File: src/hdl/fbk_pkg.sv
// ==========================================================================
// Shared constants for the function block array
package fbk_pkg;
   localparam int NUM_BLOCKS = 16;
   localparam int NUM_PARAMS = 16;
   localparam int WORD_W = 16;
   localparam int NUM_OPERANDS = 3;
   localparam int NUM_SOURCES = NUM_BLOCKS + NUM_PARAMS;
   localparam int APB_AW = 12;

   typedef enum logic [2:0] {
      FBK_FN_NONE,
      FBK_FN_ADD,
      FBK_FN_AND,
      FBK_FN_BITWISE,
      FBK_FN_BSET,
      FBK_FN_COMPARE
   } fbk_func_t;

   // ========================================================================
   // Register map: one 32-byte window per block, then globals
   localparam logic [APB_AW-1:0] BLK_STRIDE = 12'h020;
   localparam logic [2:0] REG_SEL_A = 3'h0;
   localparam logic [2:0] REG_SEL_B = 3'h1;
   localparam logic [2:0] REG_SEL_C = 3'h2;
   localparam logic [2:0] REG_ATTRIB = 3'h3;
   localparam logic [2:0] REG_FUNC = 3'h4;
   localparam logic [2:0] REG_OUT_PTR = 3'h5;
   localparam logic [2:0] REG_RESULT = 3'h6;
   localparam logic [APB_AW-1:0] CTRL_ADDR = 12'h200;
   localparam logic [APB_AW-1:0] STATUS_ADDR = 12'h204;
   localparam int CTRL_RUN_BIT = 0;
   localparam int STATUS_RUN_BIT = 8;
   localparam int STATUS_ROUND_LSB = 16;

   // ========================================================================
   // Attribute word fields
   localparam int ATTR_BITSEL_LSB = 0;
   localparam int ATTR_BITSEL_W = 4;
   localparam int ATTR_CONST_LSB = 12;
   localparam logic [15:0] ATTRIB_RESET = 16'h0000;
   localparam logic [15:0] SEL_RESET = 16'h0000;

   // ========================================================================
   // Result encodings
   localparam logic [15:0] WORD_TRUE = 16'hffff;
   localparam logic [15:0] WORD_FALSE = 16'h0000;
   localparam logic [15:0] WORD_MAX = 16'h7fff;
   localparam logic [15:0] WORD_MIN = 16'h8000;
   localparam int CMP_GT_BIT = 0;
   localparam int CMP_EQ_BIT = 1;
   localparam int CMP_LT_BIT = 2;
   localparam int CMP_HYST_BIT = 3;
endpackage : fbk_pkg

File: src/hdl/fbk_exec_if.sv
`timescale 1ns/1ps
`default_nettype none
// ==========================================================================
// Carries one block's fetched operands to the arithmetic core and back
interface fbk_exec_if;
   import fbk_pkg::*;
   logic [WORD_W-1:0] op_a;
   logic [WORD_W-1:0] op_b;
   logic [WORD_W-1:0] op_c;
   logic [NUM_OPERANDS-1:0] conn;
   fbk_func_t func;
   logic hyst_in;
   logic [WORD_W-1:0] result;
   logic hyst_out;
   modport core (output op_a, op_b, op_c, conn, func, hyst_in,
                 input result, hyst_out);
   modport alu (input op_a, op_b, op_c, conn, func, hyst_in,
                output result, hyst_out);
endinterface : fbk_exec_if
`default_nettype wire

File: src/hdl/fbk_alu.sv
`timescale 1ns/1ps
`default_nettype none
// ==========================================================================
// Computes one block result from its operands
module fbk_alu (
   fbk_exec_if.alu ex
);
   import fbk_pkg::*;
   logic signed [17:0] sum;
   logic signed [16:0] thresh;
   logic signed [15:0] sa;
   logic signed [15:0] sb;
   logic signed [15:0] sc;
   logic [15:0] wa;
   logic [15:0] wb;
   logic [15:0] wc;
   logic ba;
   logic bb;
   logic bc;

   always_comb begin
      // Unconnected operands take the neutral value of the operation
      sa = ex.conn[0] ? signed'(ex.op_a) : 16'sd0;
      sb = ex.conn[1] ? signed'(ex.op_b) : 16'sd0;
      sc = ex.conn[2] ? signed'(ex.op_c) : 16'sd0;
      ba = ex.conn[0] ? ex.op_a[0] : 1'b1;
      bb = ex.conn[1] ? ex.op_b[0] : 1'b1;
      bc = ex.conn[2] ? ex.op_c[0] : 1'b1;
      wa = ex.conn[0] ? ex.op_a : WORD_FALSE;
      wb = ex.conn[1] ? ex.op_b : WORD_FALSE;
      wc = ex.conn[2] ? ex.op_c : WORD_TRUE;
      sum = 18'(sa) + 18'(sb) + 18'(sc);
      thresh = 17'(sb) - 17'(sc);
      ex.hyst_out = ex.hyst_in;
      ex.result = WORD_FALSE;
      case (ex.func)
         FBK_FN_ADD: begin
            if (sum > 18'sd32767) begin
               ex.result = WORD_MAX;
            end else if (sum < -18'sd32768) begin
               ex.result = WORD_MIN;
            end else begin
               ex.result = sum[15:0];
            end
         end
         FBK_FN_AND: begin
            ex.result = (ba && bb && bc) ? WORD_TRUE : WORD_FALSE;
         end
         FBK_FN_BITWISE: begin
            ex.result = (wa | wb) & wc;
         end
         FBK_FN_BSET: begin
            // Missing or out-of-range bit number leaves the word unchanged
            ex.result = wa;
            if (ex.conn[1] && ex.conn[2] && ex.op_b <= 16'd15) begin
               ex.result[ex.op_b[3:0]] = ex.op_c[0];
            end
         end
         FBK_FN_COMPARE: begin
            if (sa > sb) begin
               ex.hyst_out = 1'b1;
            end else if (17'(sa) < thresh) begin
               ex.hyst_out = 1'b0;
            end
            ex.result[CMP_GT_BIT] = sa > sb;
            ex.result[CMP_EQ_BIT] = sa == sb;
            ex.result[CMP_LT_BIT] = sa < sb;
            ex.result[CMP_HYST_BIT] = ex.hyst_out;
         end
         default: begin
            ex.result = WORD_FALSE;
         end
      endcase
   end
endmodule : fbk_alu
`default_nettype wire

File: src/hdl/fbk_fetch.sv
`timescale 1ns/1ps
`default_nettype none
// ==========================================================================
// Resolves one operand selector into a value
module fbk_fetch (
   input wire logic [15:0] sel,
   input wire logic is_const,
   input wire logic [3:0] bitsel,
   input wire logic as_bool,
   input wire logic logic_inv,
   input wire logic [fbk_pkg::NUM_SOURCES-1:0][15:0] sources,
   output logic [15:0] value,
   output logic connected
);
   import fbk_pkg::*;
   logic [15:0] mag;
   logic [15:0] raw;
   logic [15:0] inv;

   always_comb begin
      mag = sel[15] ? 16'(-sel) : sel;
      raw = 16'h0000;
      connected = 1'b0;
      if (is_const) begin
         raw = sel;
         connected = 1'b1;
      end else if (mag != 16'h0000 && mag <= 16'(NUM_SOURCES)) begin
         raw = sources[mag - 16'h0001];
         connected = 1'b1;
      end
      // Word operands invert bitwise, integers negate
      inv = raw;
      if (!is_const && sel[15]) begin
         inv = logic_inv ? ~raw : 16'(-raw);
      end
      value = inv;
      if (as_bool) begin
         // Constants give true as 1, so a constant uses bit 0
         value = {15'h0000, is_const ? inv[0] : inv[bitsel]};
      end
   end
endmodule : fbk_fetch
`default_nettype wire

File: src/hdl/fbk_top.sv
// ==========
//Contract
// - Sixteen blocks, three operands, one result each
// - Boolean operand: one true, zero false
// - Attribute word: constant flags and bit selects
// - Results are sources; pointer writes destination
// - Add mode sums three signed operands
// - AND true only if all connected true
// - AND false all zeros, true all ones
// - Bitwise: (a OR b) AND c per bit
// - Bit-set replaces bit b of a by c
// - Compare flags: greater, equal, less bits
// - Hysteresis bit sets above, clears below b-c
// - Compare result bits above three stay zero
// - Compare treats operands as signed integers
// - Operands sampled when each block executes
// - Negative selector inverts the fetched value
// - Unconnected operand takes the neutral value
//
// The register addresses and the APB interface to the registers are this design's own decisions.
`timescale 1ns/1ps
`default_nettype none
module fbk_top #(
   parameter int NUM_BLOCKS = fbk_pkg::NUM_BLOCKS
) (
   input wire logic ref_clk,
   input wire logic resetn,
   // APB slave
   input wire logic psel,
   input wire logic penable,
   input wire logic pwrite,
   input wire logic [fbk_pkg::APB_AW-1:0] paddr,
   input wire logic [31:0] pwdata,
   output logic [31:0] prdata,
   output logic pready,
   output logic pslverr,
   // Parameter sources and pointer writes
   input wire logic [fbk_pkg::NUM_PARAMS-1:0][15:0] fw_param_in,
   output logic param_wr_valid,
   output logic [15:0] param_wr_addr,
   output logic [15:0] param_wr_data
);
   import fbk_pkg::*;

   // ========================================================================
   // Elaboration check
   // Index and decode are four bits wide, and the sources
   // list exactly sixteen block results before the parameters
   if (NUM_BLOCKS != fbk_pkg::NUM_BLOCKS) begin : g_bad_count
      $error("fbk_top: block count must match the source map");
   end

   // Block windows end below the global registers
   if (NUM_BLOCKS * int'(BLK_STRIDE) > int'(CTRL_ADDR)) begin : g_bad_map
      $error("fbk_top: block windows overlap the global registers");
   end

   // Bit selects, then one constant flag per operand
   if (ATTR_CONST_LSB + NUM_OPERANDS > WORD_W
       || NUM_OPERANDS * ATTR_BITSEL_W > ATTR_CONST_LSB) begin : g_bad_attr
      $error("fbk_top: attribute fields overlap or overflow");
   end

   // ========================================================================
   // Block configuration and state
   // Written only from the bus
   logic [15:0] sel_reg [NUM_BLOCKS][NUM_OPERANDS];
   logic [15:0] attrib [NUM_BLOCKS];
   fbk_func_t func_reg [NUM_BLOCKS];
   logic [15:0] out_ptr [NUM_BLOCKS];

   // Written only by execution
   logic [15:0] result [NUM_BLOCKS];
   logic [NUM_BLOCKS-1:0] hyst;

   // Sequencing
   logic run;
   logic [3:0] cur;
   logic [15:0] round_cnt;

   // Operand path of the running block
   logic [NUM_SOURCES-1:0][15:0] src_bus;
   logic [NUM_OPERANDS-1:0][15:0] op_val;
   logic [NUM_OPERANDS-1:0] op_conn;
   logic [NUM_OPERANDS-1:0] as_bool;
   logic [NUM_OPERANDS-1:0] logic_inv;

   fbk_exec_if ex ();

   // ========================================================================
   // APB decode
   // Fields of the current transfer
   logic setup;
   logic access;
   logic in_blk;
   logic is_ctrl;
   logic is_status;
   logic [3:0] a_blk;
   logic [2:0] a_reg;
   logic a_valid;
   logic a_ro;

   assign setup = psel && !penable;
   assign access = psel && penable;

   // No wait states
   assign pready = 1'b1;

   // Block in bits 8:5, register in bits 4:2
   assign a_blk = paddr[8:5];
   assign a_reg = paddr[4:2];
   assign in_blk = paddr < 12'(NUM_BLOCKS * BLK_STRIDE);
   assign is_ctrl = paddr == CTRL_ADDR;
   assign is_status = paddr == STATUS_ADDR;

   // Misaligned or unmapped: error, no effect
   assign a_valid = (paddr[1:0] == 2'b00)
                    && ((in_blk && a_reg <= REG_RESULT) || is_ctrl
                        || is_status);
   assign a_ro = (in_blk && a_reg == REG_RESULT) || is_status;

   // Read data and error are captured in setup so they come from flops;
   // a result that updates during the access shows its older value.
   // Only setup cycles load them, so they stand through the access.
   always_ff @(posedge ref_clk) begin
      if (!resetn) begin
         prdata <= 32'h0000_0000;
         pslverr <= 1'b0;
      end else if (setup) begin
         pslverr <= !a_valid || (pwrite && a_ro);
         prdata <= 32'h0000_0000;
         if (!pwrite && a_valid) begin
            if (is_ctrl) begin
               prdata[CTRL_RUN_BIT] <= run;
            end else if (is_status) begin
               prdata[3:0] <= cur;
               prdata[STATUS_RUN_BIT] <= run;
               prdata[STATUS_ROUND_LSB +: 16] <= round_cnt;
            end else begin
               case (a_reg)
                  REG_SEL_A: prdata[15:0] <= sel_reg[a_blk][0];
                  REG_SEL_B: prdata[15:0] <= sel_reg[a_blk][1];
                  REG_SEL_C: prdata[15:0] <= sel_reg[a_blk][2];
                  REG_ATTRIB: prdata[15:0] <= attrib[a_blk];
                  REG_FUNC: prdata[2:0] <= func_reg[a_blk];
                  REG_OUT_PTR: prdata[15:0] <= out_ptr[a_blk];
                  REG_RESULT: prdata[15:0] <= result[a_blk];
                  default: prdata <= 32'h0000_0000;
               endcase
            end
         end
      end
   end

   // ========================================================================
   // Configuration writes
   // Taken at the access edge; a block running in that same cycle
   // still uses the old value and sees the new one next round.
   always_ff @(posedge ref_clk) begin
      if (!resetn) begin
         run <= 1'b0;
         for (int i = 0; i < NUM_BLOCKS; i++) begin
            for (int j = 0; j < NUM_OPERANDS; j++) begin
               sel_reg[i][j] <= SEL_RESET;
            end
            attrib[i] <= ATTRIB_RESET;
            func_reg[i] <= FBK_FN_NONE;
            out_ptr[i] <= 16'h0000;
         end
      end else if (access && pwrite && a_valid && !a_ro) begin
         if (is_ctrl) begin
            run <= pwdata[CTRL_RUN_BIT];
         end else begin
            case (a_reg)
               REG_SEL_A: sel_reg[a_blk][0] <= pwdata[15:0];
               REG_SEL_B: sel_reg[a_blk][1] <= pwdata[15:0];
               REG_SEL_C: sel_reg[a_blk][2] <= pwdata[15:0];
               REG_ATTRIB: attrib[a_blk] <= pwdata[15:0];
               REG_FUNC: begin
                  // Unknown codes fall back to an idle block
                  if (pwdata[2:0] <= 3'(FBK_FN_COMPARE)) begin
                     func_reg[a_blk] <= fbk_func_t'(pwdata[2:0]);
                  end else begin
                     func_reg[a_blk] <= FBK_FN_NONE;
                  end
               end
               REG_OUT_PTR: out_ptr[a_blk] <= pwdata[15:0];
               default: run <= run;
            endcase
         end
      end
   end

   // ========================================================================
   // Source map: block outputs first, then firmware parameters
   // Selector n picks entry n-1; zero means unconnected.
   // Results first, so a block reads earlier blocks of this round.
   for (genvar i = 0; i < NUM_SOURCES; i++) begin : g_src
      if (i < NUM_BLOCKS) begin : g_blk
         assign src_bus[i] = result[i];
      end else begin : g_par
         assign src_bus[i] = fw_param_in[i - NUM_BLOCKS];
      end
   end

   // ========================================================================
   // Operand fetch for the block now executing
   // Boolean use and inversion follow the running block
   always_comb begin
      as_bool = '0;
      logic_inv = '0;
      case (func_reg[cur])
         FBK_FN_AND: begin
            // All flags; negative selectors complement
            as_bool = 3'b111;
            logic_inv = 3'b111;
         end
         FBK_FN_BITWISE: begin
            // Whole words, complemented when negative
            logic_inv = 3'b111;
         end
         FBK_FN_BSET: begin
            // Bit number stays an integer and negates
            as_bool = 3'b100;
            logic_inv = 3'b101;
         end
         default: begin
            // Integer operands negate when negative
            as_bool = '0;
            logic_inv = '0;
         end
      endcase
   end

   // Operands are read as their block runs, never latched before
   for (genvar g = 0; g < NUM_OPERANDS; g++) begin : g_op
      fbk_fetch u_fetch (
         .sel(sel_reg[cur][g]),
         .is_const(attrib[cur][ATTR_CONST_LSB + g]),
         .bitsel(attrib[cur][ATTR_BITSEL_LSB + g*ATTR_BITSEL_W +:
                             ATTR_BITSEL_W]),
         .as_bool(as_bool[g]),
         .logic_inv(logic_inv[g]),
         .sources(src_bus),
         .value(op_val[g]),
         .connected(op_conn[g])
      );
   end

   // One shared core; it keeps no state of its own.
   // hyst_in is the running block's own crossing state.
   assign ex.op_a = op_val[0];
   assign ex.op_b = op_val[1];
   assign ex.op_c = op_val[2];
   assign ex.conn = op_conn;
   assign ex.func = func_reg[cur];
   assign ex.hyst_in = hyst[cur];

   fbk_alu u_alu (
      .ex(ex)
   );

   // ========================================================================
   // Execution: one block per cycle in index order, so a block sees the
   // new results of the blocks before it in the same round.
   always_ff @(posedge ref_clk) begin
      if (!resetn) begin
         cur <= 4'h0;
         round_cnt <= 16'h0000;
         hyst <= '0;
         for (int i = 0; i < NUM_BLOCKS; i++) begin
            result[i] <= 16'h0000;
         end
      end else if (run) begin
         result[cur] <= ex.result;
         // Crossing state is kept per block
         hyst[cur] <= ex.hyst_out;
         cur <= cur + 4'h1;
         // The round count wraps; it is only a heartbeat
         if (cur == 4'(NUM_BLOCKS - 1)) begin
            round_cnt <= round_cnt + 16'h0001;
         end
      end
   end

   // ========================================================================
   // Output pointer writes
   // One pulse per run block with a pointer set. Targets that
   // do not exist are still signalled; the receiver ignores
   // them.
   always_ff @(posedge ref_clk) begin
      if (!resetn) begin
         param_wr_valid <= 1'b0;
         param_wr_addr <= 16'h0000;
         param_wr_data <= 16'h0000;
      end else begin
         param_wr_valid <= run && (out_ptr[cur] != 16'h0000);
         param_wr_addr <= out_ptr[cur];
         param_wr_data <= ex.result;
      end
   end
endmodule : fbk_top
`default_nettype wire

File: config.mk
export PLATFORM = sky130hd
export DESIGN_NAME = fbk_top
export DESIGN_NICKNAME = d
export VERILOG_FILES = /design/src/hdl/fbk_pkg.sv /design/src/hdl/fbk_exec_if.sv /design/src/hdl/fbk_alu.sv /design/src/hdl/fbk_fetch.sv /design/src/hdl/fbk_top.sv
export SDC_FILE = /design/constraint.sdc
export NUM_CORES = 2
export LEC_CHECK = 0
export BUFFER_PORTS_ARGS = -buffer_cell sky130_fd_sc_hd__buf_2
export CAP_MARGIN = 15
export CELL_PAD_IN_SITES_DETAIL_PLACEMENT = 1
export CELL_PAD_IN_SITES_GLOBAL_PLACEMENT = 2
export CORE_UTILIZATION = 45
export CTS_BUF_LIST = sky130_fd_sc_hd__clkbuf_8
export CTS_CLUSTER_SIZE = 14
export DETAILED_ROUTE_END_ITERATION = 12
export MAX_ROUTING_LAYER = met4
export PLACE_DENSITY = 0.91
export REMOVE_ABC_BUFFERS = 1
export SETUP_SLACK_MARGIN = 0.1
export SYNTH_ARGS = -nofsm -noshare
export SYNTH_HDL_FRONTEND = slang
export SYNTH_HIERARCHICAL = 1
export SYNTH_SLANG_ARGS = --single-unit
File: constraint.sdc
create_clock -name ref_clk -period 34.9 [get_ports ref_clk]
set_input_delay 3.49 -clock ref_clk [delete_from_list [all_inputs] [get_ports ref_clk]]
set_output_delay 3.49 -clock ref_clk [all_outputs]
set_load 0.02 [all_outputs]
; ---- After elaboration in Yosys (flattened, before gate mapping)
; Memories as Yosys holds them, arrays and structs flattened. A register that Yosys moved wholly into a read port is not among the register bits.
; Cells that the tools add are included.
[word_totals]
latchBits = 0
rom_bits = 0
input_bits = 305
mem_bits_rw = 1584
elab_cells = 259
ff_bits = 103
mem_count = 5
[memory_table]
columns = name, depth, width, rd, rd_clocked_by_memory_dff, wr, line
row1 = sel_reg, 16, 48, 2, 1, 16, fbk_top.sv:67  ; logic [15:0] sel_reg [NUM_BLOCKS][NUM_OPERANDS];
row2 = attrib, 16, 16, 2, 1, 16, fbk_top.sv:68  ; logic [15:0] attrib [NUM_BLOCKS];
row3 = out_ptr, 16, 16, 2, 1, 16, fbk_top.sv:70  ; logic [15:0] out_ptr [NUM_BLOCKS];
row4 = result, 16, 16, 17, 0, 16, fbk_top.sv:73  ; logic [15:0] result [NUM_BLOCKS];
row5 = func_reg, 16, 3, 2, 1, 16, fbk_top.sv:69  ; fbk_func_t func_reg [NUM_BLOCKS];
[classes]
mul = 0
n_mux = 140
n_div = 0
order_cmp = 22
n_shift = 0
reduce_logical = 48
n_eq_ne = 15
bitwise_logic = 6
addsub = 14
[ops]
columns = cell, count
row1 = $mux W16, 33
row2 = $bmux W16 S5, 3
row3 = $neg A16 Y16, 6
row4 = $pmux W13 S6, 1
row5 = $mux W1, 68
row6 = $reduce_bool A16 Y1, 4
row7 = $mux W4, 15
row8 = $le A16 B6 Y1 const B, 3
row9 = $lt A16 B6 Y1 const B, 3
row10 = $mux W48, 1
row11 = $not A16 Y16, 3
row12 = $pmux W12 S4, 1
row13 = $reduce_or A16 Y1, 3
row14 = $reduce_or A48 Y1, 1
row15 = $sub A16 B1 Y16 const B, 3
row16 = $bwmux W16, 2
row17 = $mux W32, 1
row18 = $mux W31, 1
row19 = $lt A4 B5 Y1 const B, 5
row20 = $eq A12 B10 Y1 const B, 2
row21 = $logic_and A1 B1 Y1, 23
row22 = $pmux W3 S7, 1
row23 = $pmux W4 S5, 1
row24 = $add A17 B16 Y18, 1
row25 = other kinds (33), 60

; ---- Longest topological paths before layout
[depth]
depth_word = 22
mapped_depth = 58

; ---- Cells and area by module
; The synthesis kept the hierarchy.
[modules_own_cells]
columns = mod, seq_area_each_um2, instances, area_each_um2, cells_each
row1 = fbk_top, 49707.7, 1, 83675.3, 5989
row2 = fbk_fetch at g_op[1].u_fetch ..., 0.0, 2, 6294.8, 731
row3 = fbk_fetch at g_op[0].u_fetch, 0.0, 1, 6498.7, 833
row4 = fbk_alu, 0.0, 1, 4266.6, 571

; ---- Worst setup path before layout
; Ideal clock, no wire load.
[synth_timing]
path_type = register to register
startpoint = reg (tool-made name)
endpoint = mem result[0][3], data pin
setup_time_ns = 0.265
stages_incl_launch_ff = 56
arrival_ns = 11.611
slack_ns = 23.024
t_required_ns = 34.635
cell_sequence = dfxtp_1 buf_2 buf_2 buf_2 buf_1 mux4_2 mux4_2 buf_2 inv_1 buf_2 buf_1 ha_1 mux2i_2 buf_6 mux4_2 mux2i_1 mux2i_1 mux2_2 [... 20 more ...] nand2b_4 o21ai_2 o21ai_2 nand2b_1 a21oi_1 xor2_1 ha_1 a21o_1 a211o_1 o211ai_1 a21oi_1 o31ai_1 o22ai_1 nor2_1 o211ai_2 nand2_1 clkbuf_1 nor2_1
[synth_rtl]
columns = item, line
row1 = "end, declared", fbk_top.sv:73

==> results.toml <==
[synthesis]
ys_ff_latch = 1691
synth.distinct_cells = 135
synth_top_area_frac = 0.444
synth-edff-count = 1584
avgSynthCellArea_um2 = 12.1
yosys-top-cells-area = "edfxtp_1 (44%), mux4_2 (20%), nor2_1 (5.4%)"
yosysWarnings = 6
synth_area_leader_cell = "edfxtp_1"
synthCells = 8855
seq_area_frac_synth = 0.464
async_flop_share = 0
synth_area_um2 = 107000
ys.flop_type = "edfxtp_1"

[route]
dr.pass1.iters = 6
drtIter0Drc = 15700
ant_nets = 0
vias = 90800
drc_errors = 0
viasPerCell = 7.31
finalWirelength_um = 505000
wl_per_cell_um = 40.7

[clocking]
clock_latency_ps = 1140
holdBufCountCts = 0
postCtsSetupRepairBufs = 0
post_cts_resized = 0
cts_tree = "done"
cts.sinks = 1691
cts_buffer_depth = 4
numCtsBuffers = 308
cts-root-buf = "clkbuf_8"
cts-htree-levels = 5
clkTransAtPathRegs_ps = 60

[place]
gp_congestion = 1.05
portBuffers = 354
placedCellCount = 11800
dpl.hpwl_um = 347000
dpl-instance-area_um2 = 112000

[power_and_ir_drop]
p_leak_nw = 39.2
finalPower_mw = 5.27
peakVddDrop_mv = 0.0441
power.density_nw_per_um2 = 44.8

[global_routing]
grt_pass1_vias = 89300
gr-total-overflow = 0
grt_max_degree = 209
grt_pass1_wl_um = 693000
antenna_found_initial = 52
grt_use_total = 0.428

[worst_setup_path]
slowest_stage = "mux4_4"
critPathArrivalTime_ps = 17510
cp.depth = 37
reg2reg_to = "result[5][13]$_SDFFCE_PN0P_"
crit_end = "result[5][13]$_SDFFCE_PN0P_"
crit_fanout = 76
critPathTopFamily = "compound AO/OA/AOI/OAI gates"
r2r_cells = 37
path_buf_inv = 5
cp-start-kind = "flip-flop"
regToRegSetupSlack_ps = 18140
required_ps = 35650
critPathMaxStageDelay_ps = 990
path_class = "reg -> reg"
crit_path_end_kind = "flip-flop"
path_common_cell = "ha_1"

[finish]
multi_input_area_um2 = 53700
fin_nets = 9413
design_area_um2 = 118000
fin_cells = 12400
layout-drive-gt1-share = 0.256
areaGrowthSynthToFinish_pct = 9.90
finish.utilization = 0.499
fillers = 24300
ff_latch_area_um2 = 49700
largest_reg_flops = 768

[timing]
setup_viol = 0
maxSlewHeadroom = 0.0501
skew_ps = 119
rsz0062_at_grt = "no"
worst_slew_pin_slew_ps = 1420
drv_slew = 0
max_freq_mhz = 59.7
finalHoldViolations = 0
min_period_over_period = 0.480
layout_min_cycle_time_ps = 16760
tns_ps = 0

[floorplan]
fp.dieH_um = 490
fp.dieW_um = 490
core_area_um2 = 236000
start_util = 0.454
boundaryPins = 372
rows = 178
die-area_um2 = 240000

[min_path]
hold_class = "reg -> reg"
min_from = "hyst[13]$_SDFFE_PN0P_"

[flow_run]
cap_viol_max_count = 0

[outcome]
outcome = "complete, no violations"
worst min path at each step:
stage                                       end  slack (ps)  depth (start not counted)
after detailed placement  hyst[13]$_SDFFE_PN0P_         450                          2
after floorplan           hyst[10]$_SDFFE_PN0P_         430                          2
after global routing      hyst[12]$_SDFFE_PN0P_         480                          2
final                     hyst[13]$_SDFFE_PN0P_         450                          2
after CTS                 hyst[13]$_SDFFE_PN0P_         450                          2
after global placement     hyst[5]$_SDFFE_PN0P_         440                          2
routing by layer:
metal  part of all wire  GRT usage  vias up
li1                   -          -    34500
met2               0.42      0.604     8544
met4               0.10      0.333        0
met3               0.16      0.170     2330
met5                  0          -        -
met1               0.32      0.484    45500
logic make-up (layout without fill, tap and decap cells):
group           Yosys count  in the layout  synth area share
simple gates           3326           3326             0.139
flops                  1691           1691             0.464
mux                    1484           1484             0.253
compound gates         1246           1246            0.0833
buf+inv                 917           1273            0.0393
fa+ha+maj               114            114            0.0142
xor+xnor                 76             76           0.00678
other cells               1             52         0.0000350
synth_stat cells, drive strengths merged (15+ instances only):
master  number
edfxtp    1584
nor2      1570
mux4       955
nand2      829
buf        409
mux2i      394
clkbuf     393
and2       276
o21ai      208
a21oi      197
a22oi      196
nand3      194
mux2       135
inv        111
dfxtp      107
ha         100
nor3        98
o22ai       78
o221ai      75
o211ai      74
a31oi       68
and3        62
a211oi      52
nand4       50
nor2b       50
xor2        48
nand2b      40
nor4        35
a32oi       30
or3         28
xnor2       28
a221oi      24
a21o        23
a22o        19
a211o       17
o31ai       15
or2         15
per-stage QoR:
step | setup slack, ps | hold slack (ps)
2_1_floorplan | 8100 | 433
4_1_cts | 18630 | 455
3_5_place_dp | 18720 | 449
6_report | 18140 | 452
3_3_place_gp | 18920 | 441
5_1_grt | 17870 | 478
layout make-up:
cell class                      instances  area share
Antenna cell                           51     0.00108
Clock buffer                          329      0.0385
Clock inverter                        197     0.00900
Inverter                              115     0.00370
Multi-Input combinational cell       6247       0.457
Sequential cell                      1691       0.423
Tap cell                             3150      0.0335
Timing Repair Buffer                  632      0.0348
worst min-delay path, cell delays in order, from the launching register on:
cell	delay (ps)
dfxtp_1	300
nand2_1	50
a21oi_1	50
placed cells by master (no fill, tap or decap), types with 196 or more instances in the layout:
cell type  count
clkbuf_8     329
buf_2        349
and2_1       273
buf_4        265
mux4_2       942
edfxtp_1    1584
nand2_1      816
mux2i_1      390
nor2_1      1530
inv_1        196
a22oi_1      196
where the power goes:
part / switching [mW] / internal, mW
combinational: 0.717 / 0.353
sequential: 0.0597 / 2.31
clock: 0.901 / 0.932
Note: power is estimated with default switching activity, not from simulation.
